### config.mk
export PLATFORM = sky130hd
export DESIGN_NAME = var_route_select
export DESIGN_NICKNAME = d
export VERILOG_FILES = /design/src/inc/var_pkg.sv /design/src/core/var_route_select.sv
export SDC_FILE = /design/constraint.sdc
export NUM_CORES = 1
export LEC_CHECK = 0
export BUFFER_PORTS_ARGS = -buffer_cell sky130_fd_sc_hd__buf_2
export CAP_MARGIN = 0
export CORE_MARGIN = 4
export CORE_UTILIZATION = 43
export DETAILED_ROUTE_END_ITERATION = 10
export GPL_ROUTABILITY_DRIVEN = 1
export PLACE_DENSITY = 0.75
export SYNTH_ARGS = -nofsm -noshare
export SYNTH_HDL_FRONTEND = slang
export SYNTH_SLANG_ARGS = --single-unit
### constraint.sdc
create_clock -name mclk -period 0.8 [get_ports mclk]
set_input_delay 0.12 -clock mclk [delete_from_list [all_inputs] [get_ports mclk]]
set_output_delay 0.12 -clock mclk [all_outputs]
set_load 0.01 [all_outputs]
### src/inc/var_pkg.sv
// ==========================================================
// video adc input route select: shared constants and types
package var_pkg;

  // ========================================================
  // register map
  localparam logic [7:0] VAR_ADDR_NEG = 8'h60;
  localparam logic [7:0] VAR_ADDR_PRI_SEC = 8'hc3;
  localparam logic [7:0] VAR_ADDR_MAN_THIRD = 8'hc4;
  localparam int VAR_MAN_EN_BIT = 7;
  localparam int VAR_LO_LSB = 0;
  localparam int VAR_HI_LSB = 4;
  localparam int VAR_SEL_W = 4;
  localparam int VAR_PIN_W = 8;
  localparam int VAR_FMT_W = 5;
  localparam logic [7:0] VAR_RD_ZERO = 8'h00;
  localparam logic [3:0] VAR_SEL_RST = 4'h0;
  localparam logic VAR_MAN_RST = 1'b0;

  // ========================================================
  // selector codes and pin numbers (0 means no connect)
  localparam logic [3:0] VAR_CODE_NONE = 4'h0;
  localparam logic [3:0] VAR_CODE_1 = 4'h1;
  localparam logic [3:0] VAR_CODE_2 = 4'h2;
  localparam logic [3:0] VAR_CODE_3 = 4'h3;
  localparam logic [3:0] VAR_CODE_4 = 4'h4;
  localparam logic [3:0] VAR_CODE_5 = 4'h5;
  localparam logic [3:0] VAR_CODE_6 = 4'h6;
  localparam logic [3:0] VAR_CODE_8 = 4'h8;
  localparam logic [3:0] VAR_PIN_NONE = 4'h0;
  localparam logic [7:0] VAR_ONEHOT_1 = 8'h01;
  localparam logic [7:0] VAR_NO_PINS = 8'h00;

  // ========================================================
  // input format select ranges and automatic routing pins
  localparam logic [4:0] VAR_FMT_YC_FIRST = 5'h08;
  localparam logic [4:0] VAR_FMT_COMP_FIRST = 5'h0c;
  localparam logic [4:0] VAR_FMT_COMP_LAST = 5'h0f;
  localparam logic [3:0] VAR_AUTO_PIN_PRI = 4'h1;
  localparam logic [3:0] VAR_AUTO_PIN_SEC = 4'h2;
  localparam logic [3:0] VAR_AUTO_PIN_THIRD = 4'h3;

  typedef enum logic [1:0] {
    VAR_FMT_CVBS = 2'b00,
    VAR_FMT_YC = 2'b01,
    VAR_FMT_COMP = 2'b10,
    VAR_FMT_DIFF = 2'b11
  } var_fmt_e;

  typedef enum logic [1:0] {
    VAR_CH_PRI = 2'b00,
    VAR_CH_NEG = 2'b01,
    VAR_CH_SEC = 2'b10,
    VAR_CH_THIRD = 2'b11
  } var_chan_e;

  typedef struct packed {
    logic manualEn;
    logic [3:0] primarySel;
    logic [3:0] secondSel;
    logic [3:0] thirdSel;
    logic [3:0] negativeSel;
  } var_ctrl_s;

  typedef struct packed {
    logic [7:0] primary;
    logic [7:0] negative;
    logic [7:0] second;
    logic [7:0] third;
  } var_route_s;

endpackage : var_pkg

### src/core/var_route_select.sv
// Contract
// - selectors honoured only while manual enable set
// - primary selector in 0xc3 bits 3:0
// - second selector in 0xc3 bits 7:4
// - third selector in 0xc4 bits 3:0
// - negative selector in 0x60, differential variants only
// - negative leg only for differential composite
// - negative powers down only with all others
// - four-input variant selector decode
// - eight-input variant selector decode
// - format select sets decoded format, and sets routing while manual enable clear
`timescale 1ns/1ps
module var_route_select #(
  parameter bit EIGHT_INPUT = 1'b0,
  parameter bit HAS_DIFF = 1'b0
) (
  input wire logic mclk,
  input wire logic rstn,
  input wire logic [7:0] regAddr,
  input wire logic [7:0] regWdata,
  input wire logic regWe,
  input wire logic regRe,
  output logic [7:0] regRdata,
  input wire logic [var_pkg::VAR_FMT_W-1:0] inputFormatSelect,
  input wire logic [3:0] chanPowerDownReq,
  output var_pkg::var_route_s route,
  output var_pkg::var_fmt_e fmtKind,
  output logic [3:0] chanPowerDown
);
  import var_pkg::*;

  // ========================================================
  // decode helpers
  function automatic logic [3:0] pinOf(input logic [3:0] code,
                                       input var_chan_e ch,
                                       input bit eight);
    logic [3:0] pin;
    pin = VAR_PIN_NONE;
    unique case (ch)
      VAR_CH_PRI: begin
        if (code != VAR_CODE_NONE &&
            code <= (eight ? VAR_CODE_8 : VAR_CODE_4)) begin
          pin = code;
        end
      end
      VAR_CH_SEC, VAR_CH_NEG: begin
        if (code == VAR_CODE_2 || code == VAR_CODE_4) begin
          pin = code;
        end else if (eight && (code == VAR_CODE_5 ||
                     code == VAR_CODE_6 || code == VAR_CODE_8)) begin
          pin = code;
        end
      end
      VAR_CH_THIRD: begin
        if (code == VAR_CODE_2 || code == VAR_CODE_3) begin
          pin = code;
        end else if (eight && code == VAR_CODE_6) begin
          pin = code;
        end
      end
    endcase
    return pin;
  endfunction : pinOf

  function automatic logic [7:0] oneHot(input logic [3:0] pin);
    logic [7:0] v;
    v = VAR_NO_PINS;
    if (pin != VAR_PIN_NONE) begin
      v = VAR_ONEHOT_1 << (pin - VAR_CODE_1);
    end
    return v;
  endfunction : oneHot

  function automatic var_fmt_e classify(input logic [4:0] fmt);
    var_fmt_e k;
    k = VAR_FMT_CVBS;
    if (fmt >= VAR_FMT_COMP_FIRST && fmt <= VAR_FMT_COMP_LAST) begin
      k = VAR_FMT_COMP;
    end else if (fmt >= VAR_FMT_YC_FIRST && fmt < VAR_FMT_COMP_FIRST) begin
      k = VAR_FMT_YC;
    end
    return k;
  endfunction : classify

  // ========================================================
  // register file
  var_ctrl_s ctrl_reg, ctrl_next;
  logic [7:0] rdata_reg, rdata_next;

  always_comb begin
    ctrl_next = ctrl_reg;
    rdata_next = rdata_reg;
    if (regWe) begin
      unique case (regAddr)
        VAR_ADDR_PRI_SEC: begin
          ctrl_next.primarySel = regWdata[VAR_LO_LSB +: VAR_SEL_W];
          ctrl_next.secondSel = regWdata[VAR_HI_LSB +: VAR_SEL_W];
        end
        VAR_ADDR_MAN_THIRD: begin
          ctrl_next.manualEn = regWdata[VAR_MAN_EN_BIT];
          ctrl_next.thirdSel = regWdata[VAR_LO_LSB +: VAR_SEL_W];
        end
        VAR_ADDR_NEG: begin
          // field absent without a differential front end
          if (HAS_DIFF) begin
            ctrl_next.negativeSel = regWdata[VAR_LO_LSB +: VAR_SEL_W];
          end
        end
        default: begin
        end
      endcase
    end
    if (regRe) begin
      unique case (regAddr)
        VAR_ADDR_PRI_SEC: rdata_next = {ctrl_reg.secondSel,
                                        ctrl_reg.primarySel};
        VAR_ADDR_MAN_THIRD: rdata_next = {ctrl_reg.manualEn, 3'h0,
                                          ctrl_reg.thirdSel};
        VAR_ADDR_NEG: rdata_next = {4'h0, ctrl_reg.negativeSel};
        default: rdata_next = VAR_RD_ZERO;
      endcase
    end
  end

  always_ff @(posedge mclk or negedge rstn) begin
    if (!rstn) begin
      ctrl_reg <= '{VAR_MAN_RST, VAR_SEL_RST, VAR_SEL_RST, VAR_SEL_RST,
                    VAR_SEL_RST};
      rdata_reg <= VAR_RD_ZERO;
    end else begin
      ctrl_reg <= ctrl_next;
      rdata_reg <= rdata_next;
    end
  end

  assign regRdata = rdata_reg;

  // ========================================================
  // routing and format
  var_route_s route_reg, route_next;
  var_fmt_e fmt_reg, fmt_next;
  logic [3:0] pwr_reg, pwr_next;
  logic [3:0] negPin;

  always_comb begin
    fmt_next = classify(inputFormatSelect);
    route_next = '{VAR_NO_PINS, VAR_NO_PINS, VAR_NO_PINS, VAR_NO_PINS};
    negPin = pinOf(ctrl_reg.negativeSel, VAR_CH_NEG, EIGHT_INPUT);
    if (ctrl_reg.manualEn) begin
      route_next.primary = oneHot(pinOf(ctrl_reg.primarySel,
                                        VAR_CH_PRI, EIGHT_INPUT));
      route_next.second = oneHot(pinOf(ctrl_reg.secondSel,
                                       VAR_CH_SEC, EIGHT_INPUT));
      route_next.third = oneHot(pinOf(ctrl_reg.thirdSel,
                                      VAR_CH_THIRD, EIGHT_INPUT));
      // negative leg only serves a composite input; it then
      // turns the decoded format differential
      if (HAS_DIFF && fmt_next == VAR_FMT_CVBS &&
          negPin != VAR_PIN_NONE) begin
        route_next.negative = oneHot(negPin);
        fmt_next = VAR_FMT_DIFF;
      end
    end else begin
      route_next.primary = oneHot(VAR_AUTO_PIN_PRI);
      if (fmt_next != VAR_FMT_CVBS) begin
        route_next.second = oneHot(VAR_AUTO_PIN_SEC);
      end
      if (fmt_next == VAR_FMT_COMP) begin
        route_next.third = oneHot(VAR_AUTO_PIN_THIRD);
      end
    end
    pwr_next = chanPowerDownReq;
    // a lone negative-leg power down would strand the differential pair
    pwr_next[VAR_CH_NEG] = chanPowerDownReq[VAR_CH_NEG] &
                           chanPowerDownReq[VAR_CH_PRI] &
                           chanPowerDownReq[VAR_CH_SEC] &
                           chanPowerDownReq[VAR_CH_THIRD];
  end

  always_ff @(posedge mclk or negedge rstn) begin
    if (!rstn) begin
      route_reg <= '{VAR_NO_PINS, VAR_NO_PINS, VAR_NO_PINS, VAR_NO_PINS};
      fmt_reg <= VAR_FMT_CVBS;
      pwr_reg <= 4'h0;
    end else begin
      route_reg <= route_next;
      fmt_reg <= fmt_next;
      pwr_reg <= pwr_next;
    end
  end

  assign route = route_reg;
  assign fmtKind = fmt_reg;
  assign chanPowerDown = pwr_reg;
endmodule : var_route_select

==> results of run 1 <==
placed cells by master (no fill, tap or decap), types with 2 or more instances in the layout:
cell type,instances
buf_2,56
dfrtp_1,50
conb_1,24
mux2_4,13
inv_1,9
buf_6,9
o22ai_1,8
nand2_1,7
buf_4,7
nor2_1,5
a22oi_2,5
clkbuf_8,5
dlygate4sd3_1,5
inv_2,2
nor2_2,2
nor3_1,2
nand3_1,2
and4_1,2
stage by stage:
step                utilization, %  hold WS (ns)
finish                        63.4        0.0474
global route                  63.4        0.0382
CTS                           62.2        0.0369
detailed placement            57.0         0.126
global placement              57.0         0.124
floorplan                        -        -0.176
layer usage:
layer / share of wire (%) / vias to the layer above
met5: 0 / -
met4: 0.92 / 0
met3: 11 / 4
met2: 49 / 76
met1: 39 / 611
li1: - / 606
critical path, delay by kind of cell:
family | cells | cell delay (ns)
buffers and inverters | 1 | 0.09
muxes | 1 | 0.32
and+or+nand+nor | 2 | 0.70
power groups by stage:
stage                     sequential [mW]  combinational [mW]  clock (mW)
final                                2.73               0.443        1.69
after global routing                 2.74               0.488        1.82
after CTS                            2.72               0.433        1.74
after detailed placement             2.77               0.401           0
after global placement               2.77               0.393           0
after floorplan                      2.80               0.161           0
final cells by class:
type                    instances  area share (%)
clock buffers                   5            2.64
repair buffers                 78            19.3
flip-flops and latches         51            48.9
multi-input cells              81            23.7
well taps                      50            2.40
inverters                      11            1.58
clock inverters                 2            1.44
timing repair:
item	CTS	global route
pin swaps	11	2
setup endpoints to repair	67	68
buffers inserted	2	1
hold buffers	5	0
gates resized for setup	10	11
endpoints found under the hold margin	55	0
final timing paths:
kind / endpoint / depth (start not counted)
worst max-delay path: ctrl_reg[11] / 4
worst min-delay path: ctrl_reg[10] / 2
worst max register to register: route[25] / 3
worst min register to register: regRdata[3] / 2
max in group asynchronous: ctrl_reg[16] / 3
min in group asynchronous: route[2] / 3
cells by family (layout without fill, tap and decap cells):
family	after synthesis	count (layout)	synth area share, %
AOI/OAI and AO/OA	16	16	5.94
buffers and inverters	23	96	7.21
DFF	51	51	68.1
muxes	13	13	9.41
other	1	24	0.200
and+or+nand+nor	28	28	9.15
==> flow_metrics.env, run 1 <==
export IMPL_slowest_stage="and4_4"
export IMPL_grt_use_total_pct=14.1
export IMPL_gr_max_usage_layer="met2"
export IMPL_pre_cts_slack_ns=-0.592
export IMPL_crit_required_ns=0.99
export IMPL_grt_antenna_before_repair=0
export IMPL_ant_nets=0
export IMPL_use_met3_pct=5.14
export IMPL_drt_total_wl_um=3790
export IMPL_cp_startpoint="regAddr[4]"
export IMPL_drt_iter0_markers=20
export IMPL_min_period_ns=1.04
export IMPL_synthCells=132
export IMPL_syn_area_um2=1870
export IMPL_worstReg2RegStart="ctrl_reg[15]"
export IMPL_synth_top_cell_by_area="dfrtp_1"
export IMPL_total_leakage_power_nw=1.31
export IMPL_grt_pass1_vias=1272
export IMPL_avgSynthCellArea_um2=14.2
export IMPL_drive_above_1_share_pct=48.2
export IMPL_final_cells=278
export IMPL_hold_path_class="in2reg"
export IMPL_start_util_pct=45.5
export IMPL_seqPwrFrac_pct=56.1
export IMPL_ys_top_cells_by_area="dfrtp_1 68%, mux2_4 6.4%, buf_4 3.6%"
export IMPL_endpoint_kind="flop"
export IMPL_ir_drop_mv=0.881
export IMPL_place_congestion=0.766
export IMPL_dp_cells=265
export IMPL_crit_fanout=8
export IMPL_synth_warnings=0
export IMPL_num_antenna_cells=0
export IMPL_chipWidth_um=74.0
export IMPL_nFillCells=312
export IMPL_grt_ovfl_total=0
export IMPL_synth_seq_cells=51
export IMPL_grt_pass1_wl_um=5820
export IMPL_intPower_mw=3.80
export IMPL_max_cap_violations=0
export IMPL_maxSlewViolCount=0
export IMPL_power_density_nw_per_um2=1860
export IMPL_wl_per_cell_um=13.6
export IMPL_cts_num_sinks=51
export IMPL_yosys_most_used_dff="dfrtp_1"
export IMPL_synth_top_area_share_pct=68.1
export IMPL_row_count=23
export IMPL_p_switching_mw=1.06
export IMPL_multi_input_area_um2=618
export IMPL_violations="setup timing"
export IMPL_final_hold_violation_count=0
export IMPL_total_power_mw=4.86
export IMPL_setup_tns_ns=-8.17
export IMPL_startpoint_type="input pin"
export IMPL_dp_hpwl_um=2610
export IMPL_switching_share_pct=21.9
export IMPL_cts_made_buffers=5
export IMPL_skew_ns=0.00968
export IMPL_ios=75
export IMPL_path_class="in2reg"
export IMPL_drc=0
export IMPL_grt_start_max_net_pins=52
export IMPL_largest_register_ff_count=24
export IMPL_core_area_um2=4120
export IMPL_crit_arrival_ns=1.23
export IMPL_first_pass_iters=4
export IMPL_r2r_slack_ns=-0.07
export IMPL_htreeDepth=2
export IMPL_cts_path_max_buffers=2
export IMPL_synth_seq_area_share_pct=68.1
export IMPL_globalRouteMet1Util_pct=17.0
export IMPL_clk_latency_ns=0.30
export IMPL_fp_dieArea_um2=5480
export IMPL_synth_cell_type_count=23
export IMPL_io_buffers=64
export IMPL_fin_area_um2=2610
export IMPL_rsz0062_at_grt="true"
export IMPL_cts_root_buf="clkbuf_8"
export IMPL_vias=1297
export IMPL_synth_common_cells="51 x dfrtp_1, 11 x inv_1, 9 x buf_4, 9 x o22ai_1"
export IMPL_path_cells="buf_6 -> nor4b_4 -> and4_4 -> mux2_4"
export IMPL_worst_slack_ns=-0.242
export IMPL_grt_util_met2_pct=23.6
export IMPL_period_share_pct=130
export IMPL_synthToLayoutAreaGrowth_pct=39.3
export IMPL_setup_violations_final=67
export IMPL_synth_edf_count=0
export IMPL_avgViaCountPerCell=4.67
export IMPL_fmax_ghz=0.960
export IMPL_layout_nets=257
export IMPL_async_flop_share_pct=100
export IMPL_combPwrFrac_pct=9.1
export IMPL_min_delay_start="regWdata[6]"
export IMPL_yosysMostFrequentCell="dfrtp_1"
export IMPL_die_h_um=74.0
export IMPL_cts_reportedPaths_clkPinSlew_ns=0.09
export IMPL_worst_path_largest_cell_delay_ns=0.39
export IMPL_dpl_cell_area_um2=2350
export IMPL_clkPwrFrac_pct=34.8
export IMPL_status="finished with violations"
export IMPL_cts_tree="done"
export IMPL_seq_area_um2=1280
Power figures use the tool's default switching activity.
==> run 2: changes to the inputs <==
- CORE_MARGIN: 4 -> unset
- SLEW_MARGIN: unset -> 15
==> flow_metrics.env, run 2 (synthesis results as in run 1) <==
export IMPL_status="finished with violations"
export IMPL_violations="setup timing"
export IMPL_place_congestion=0.744
export IMPL_cts_num_sinks=51
export IMPL_worstReg2RegStart="ctrl_reg[15]"
export IMPL_vias=1287
export IMPL_timing_rr_end="route[25]"
export IMPL_first_pass_iters=5
export IMPL_drc=0
export IMPL_htreeDepth=2
export IMPL_cts_made_buffers=5
export IMPL_layout_nets=259
export IMPL_worst_slack_ns=-0.238
export IMPL_whs_ns=0.0364
export IMPL_die_h_um=68.0
export IMPL_grt_use_total_pct=16.6
export IMPL_largest_register_ff_count=24
export IMPL_num_antenna_cells=0
export IMPL_ir_drop_mv=1.27
export IMPL_core_area_um2=4090
export IMPL_fp_dieArea_um2=4630
export IMPL_grt_ovfl_total=0
export IMPL_startpoint_type="input pin"
export IMPL_path_class="in2reg"
export IMPL_grt_start_max_net_pins=52
export IMPL_drt_iter0_markers=53
export IMPL_hold_end="fmtKind[1]"
export IMPL_min_delay_start="inputFormatSelect[2]"
export IMPL_crit_arrival_ns=1.23
export IMPL_final_common_cell="buf_2"
export IMPL_nFillCells=326
export IMPL_mostFrequentLayoutCells="58 x buf_2, 49 x dfrtp_1, 24 x conb_1"
export IMPL_drt_total_wl_um=3540
export IMPL_min_period_ns=1.04
export IMPL_setup_violations_final=61
export IMPL_crit_fanout=5
export IMPL_synthToLayoutAreaGrowth_pct=39.8
export IMPL_r2r_slack_ns=-0.07
export IMPL_holdPathStages=3
export IMPL_cts_tree="done"
export IMPL_dp_hpwl_um=2460
export IMPL_grt_pass1_vias=1139
export IMPL_wl_per_cell_um=12.6
export IMPL_power_density_nw_per_um2=1800
export IMPL_clk_latency_ns=0.31
export IMPL_cts_reportedPaths_clkPinSlew_ns=0.09
export IMPL_total_leakage_power_nw=1.32
export IMPL_avgViaCountPerCell=4.58
export IMPL_ant_nets=0
export IMPL_rsz0062_at_grt="true"
export IMPL_cts_path_max_buffers=2
export IMPL_skew_ns=0.00578
export IMPL_fmax_ghz=0.963
export IMPL_chipWidth_um=68.0
export IMPL_drive_above_1_share_pct=49.4
export IMPL_io_buffers=64
export IMPL_worstRegToRegCells=3
export IMPL_grt_pass1_wl_um=5420
export IMPL_ios=75
export IMPL_period_share_pct=130
export IMPL_max_cap_violations=0
export IMPL_hold_path_class="in2reg"
export IMPL_cts_root_buf="clkbuf_8"
export IMPL_final_hold_violation_count=0
export IMPL_row_count=23
export IMPL_maxSlewViolCount=0
export IMPL_start_util_pct=45.9
export IMPL_grt_antenna_before_repair=0
export IMPL_pre_cts_slack_ns=-0.547
export IMPL_endpoint_kind="flop"
export IMPL_crit_required_ns=0.99
[run 2: metal layers]
metal	GRT usage (%)	wire, µm	up-vias
li1	-	-	612
met3	5.83	294	3
met2	24.8	1640	68
met1	22.2	1570	604
met5	0	0	-
met4	5.99	38	0
[run 2: how the worst max path moves through the flow]
stage,to,start,cells after the start,slack [ns]
5_1_grt,ctrl_reg[7],regAddr[5],5,-0.30
3_3_place_gp,ctrl_reg[13],regAddr[3],4,-0.52
6_report,ctrl_reg[16],regAddr[5],5,-0.24
2_1_floorplan,ctrl_reg[10],regAddr[3],4,-0.40
3_5_place_dp,ctrl_reg[11],regAddr[3],4,-0.55
4_1_cts,ctrl_reg[8],regAddr[4],4,-0.19
[run 2: worst max-delay path, cell delays in order]
cell and delay, ns:
buf_6 0.10, nor4b_4 0.30, and4_1 0.27, buf_6 0.15, mux2_4 0.29
[run 2: timing repair]
action                                 CTS  global route
setup buffers                            2             2
pin swaps                                6            10
resized for setup                        6            15
setup endpoints to repair               64            67
hold buffers                             5             0
endpoints found under the hold margin   55             0
[run 2: where the power goes]
part | internal (mW) | total (mW) | switching, mW
Clock | 0.706 | 1.55 | 0.839
Combinational | 0.219 | 0.445 | 0.225
Sequential | 2.67 | 2.73 | 0.0590
Total | 3.59 | 4.72 | 1.12
[run 2: stage by stage]
stage                     area [µm²]  utilization [%]  power [mW]  TNS [ns]  cells
after global placement          2350             57.4        3.16     -8.62    265
after detailed placement        2350             57.4        3.17     -9.03    265
after floorplan                 1990                -        2.96     -5.45    155
final                           2620             64.1        4.72     -8.14    281
after CTS                       2540             62.2        4.74     -8.26    280
after global routing            2620             64.1        4.93    -10.95    281
[run 2: area by class of cell]
type / instances / area, µm² / area share (%)
inverter: 11 / 41.3 / 1.58
timing repair buffer: 80 / 510 / 19.5
tap: 50 / 62.6 / 2.39
multi-input combinational: 81 / 628 / 24.0
clock inverter: 2 / 16.3 / 0.621
clock buffer: 6 / 82.6 / 3.15
sequential: 51 / 1280 / 48.8
==> run 3: changes to the inputs <==
==> constraint.sdc (replaced) <==
create_clock -name mclk -period 0.8 [get_ports mclk]
set_input_delay 0.24 -clock mclk [delete_from_list [all_inputs] [get_ports mclk]]
set_output_delay 0.24 -clock mclk [all_outputs]
set_load 0.01 [all_outputs]
==> flow_metrics.env, run 3 (synthesis results as in run 1) <==
export IMPL_clk_latency_ns=0.30
export IMPL_min_delay_start="chanPowerDownReq[0]"
export IMPL_layout_nets=257
export IMPL_io_buffers=64
export IMPL_power_density_nw_per_um2=1770
export IMPL_rsz0062_at_grt="true"
export IMPL_timing_rr_end="regRdata[3]"
export IMPL_cts_tree="done"
export IMPL_cts_made_buffers=5
export IMPL_ant_nets=0
export IMPL_final_hold_violation_count=0
export IMPL_maxSlewViolCount=0
export IMPL_period_share_pct=141
export IMPL_final_common_cell="buf_2"
export IMPL_r2r_slack_ns=-0.10
export IMPL_mostFrequentLayoutCells="55 x buf_2, 50 x dfrtp_1, 24 x conb_1"
export IMPL_hold_end="chanPowerDown[0]"
export IMPL_cts_num_sinks=51
export IMPL_endpoint_kind="flop"
export IMPL_worst_slack_ns=-0.327
export IMPL_synthToLayoutAreaGrowth_pct=42.7
export IMPL_violations="setup timing"
export IMPL_dpl_cell_area_um2=2370
export IMPL_fp_dieArea_um2=4630
export IMPL_first_pass_iters=4
export IMPL_wl_met2_um=1710
export IMPL_chipWidth_um=68.0
export IMPL_min_period_ns=1.13
export IMPL_total_leakage_power_nw=1.33
export IMPL_seq_area_um2=1280
export IMPL_total_power_mw=4.73
export IMPL_fin_area_um2=2680
export IMPL_fmax_ghz=0.887
export IMPL_drc=0
export IMPL_crit_fanout=8
export IMPL_crit_arrival_ns=1.32
export IMPL_grt_use_total_pct=16.6
export IMPL_place_congestion=0.761
export IMPL_nFillCells=297
export IMPL_wl_met3_um=308
export IMPL_dp_cells=267
export IMPL_cts_path_max_buffers=2
export IMPL_largest_register_ff_count=24
export IMPL_grt_antenna_before_repair=0
export IMPL_startpoint_type="input pin"
export IMPL_path_class="in2reg"
export IMPL_skew_ns=0.00521
export IMPL_setup_violations_final=66
export IMPL_holdPathStages=1
export IMPL_setup_tns_ns=-14.30
export IMPL_vias=1257
export IMPL_cts_root_buf="clkbuf_8"
export IMPL_worstRegToRegCells=2
export IMPL_slowest_stage="and4_4"
export IMPL_status="finished with violations"
export IMPL_num_antenna_cells=0
export IMPL_ir_drop_mv=0.889
export IMPL_whs_ns=0.0482
export IMPL_worst_path_largest_cell_delay_ns=0.37
export IMPL_htreeDepth=2
export IMPL_wl_met1_um=1530
export IMPL_drive_above_1_share_pct=52.4
export IMPL_core_area_um2=4090
export IMPL_worstReg2RegStart="ctrl_reg[15]"
export IMPL_grt_start_max_net_pins=26
export IMPL_dp_hpwl_um=2500
export IMPL_ios=75
export IMPL_routed_top_layer="met4"
export IMPL_cts_reportedPaths_clkPinSlew_ns=0.09
export IMPL_crit_required_ns=0.99
export IMPL_pre_cts_slack_ns=-0.669
export IMPL_die_h_um=68.0
export IMPL_grt_ovfl_total=0
export IMPL_hold_path_class="in2reg"
export IMPL_wl_per_cell_um=12.9
export IMPL_multi_input_area_um2=674
export IMPL_start_util_pct=45.9
export IMPL_avgViaCountPerCell=4.51
export IMPL_grt_pass1_vias=1178
export IMPL_row_count=23
export IMPL_utilization_pct=65.5
export IMPL_drt_total_wl_um=3610
export IMPL_drt_iter0_markers=99
export IMPL_final_cells=279
export IMPL_grt_pass1_wl_um=5420
export IMPL_path_cells="buf_6 -> nor4b_4 -> and4_4 -> mux2_4"
export IMPL_max_cap_violations=0
==> run 3: timing repair <==
item | in CTS | in global routing
gates cloned | 0 | 0
endpoints found under the hold margin | 51 | 0
setup buffers | 2 | 2
endpoints found under the setup margin | 67 | 67
pin swaps | 11 | 3
hold buffers | 1 | 0
gates resized for setup | 18 | 13
==> run 3: worst max path at each step <==
stage / startpoint / endpoint / cells past startpoint
6_report: regAddr[5] / ctrl_reg[8] / 4
5_1_grt: regAddr[5] / ctrl_reg[9] / 4
4_1_cts: regAddr[4] / ctrl_reg[8] / 4
3_5_place_dp: regAddr[3] / ctrl_reg[8] / 4
3_3_place_gp: regAddr[3] / ctrl_reg[12] / 4
2_1_floorplan: regAddr[3] / ctrl_reg[10] / 4
==> run 3: worst max-delay path, delay by kind of cell <==
family | cells | cell delay, ns
and+or+nand+nor | 2 | 0.66
muxes | 1 | 0.32
buffers and inverters | 1 | 0.10
==> run 3: where the power goes <==
group          switching, mW  internal [mW]  total [mW]
Combinational          0.231          0.229       0.460
Clock                  0.835          0.706        1.54
Sequential            0.0618           2.67        2.73
Total                   1.13           3.60        4.73
==> run 3: final cells by class <==
type | instances | area share, %
inverters | 11 | 1.54
clock buffers | 6 | 3.09
repair buffers | 78 | 19.5
clock inverters | 2 | 0.608
flip-flops and latches | 51 | 47.8
well taps | 50 | 2.34
multi-input cells | 81 | 25.2
==> run 3: layer usage <==
metal,track usage (%),vias to the layer above
met3,4.67,7
li1,-,607
met2,25.5,62
met4,9.38,0
met1,20.8,581
met5,0,-
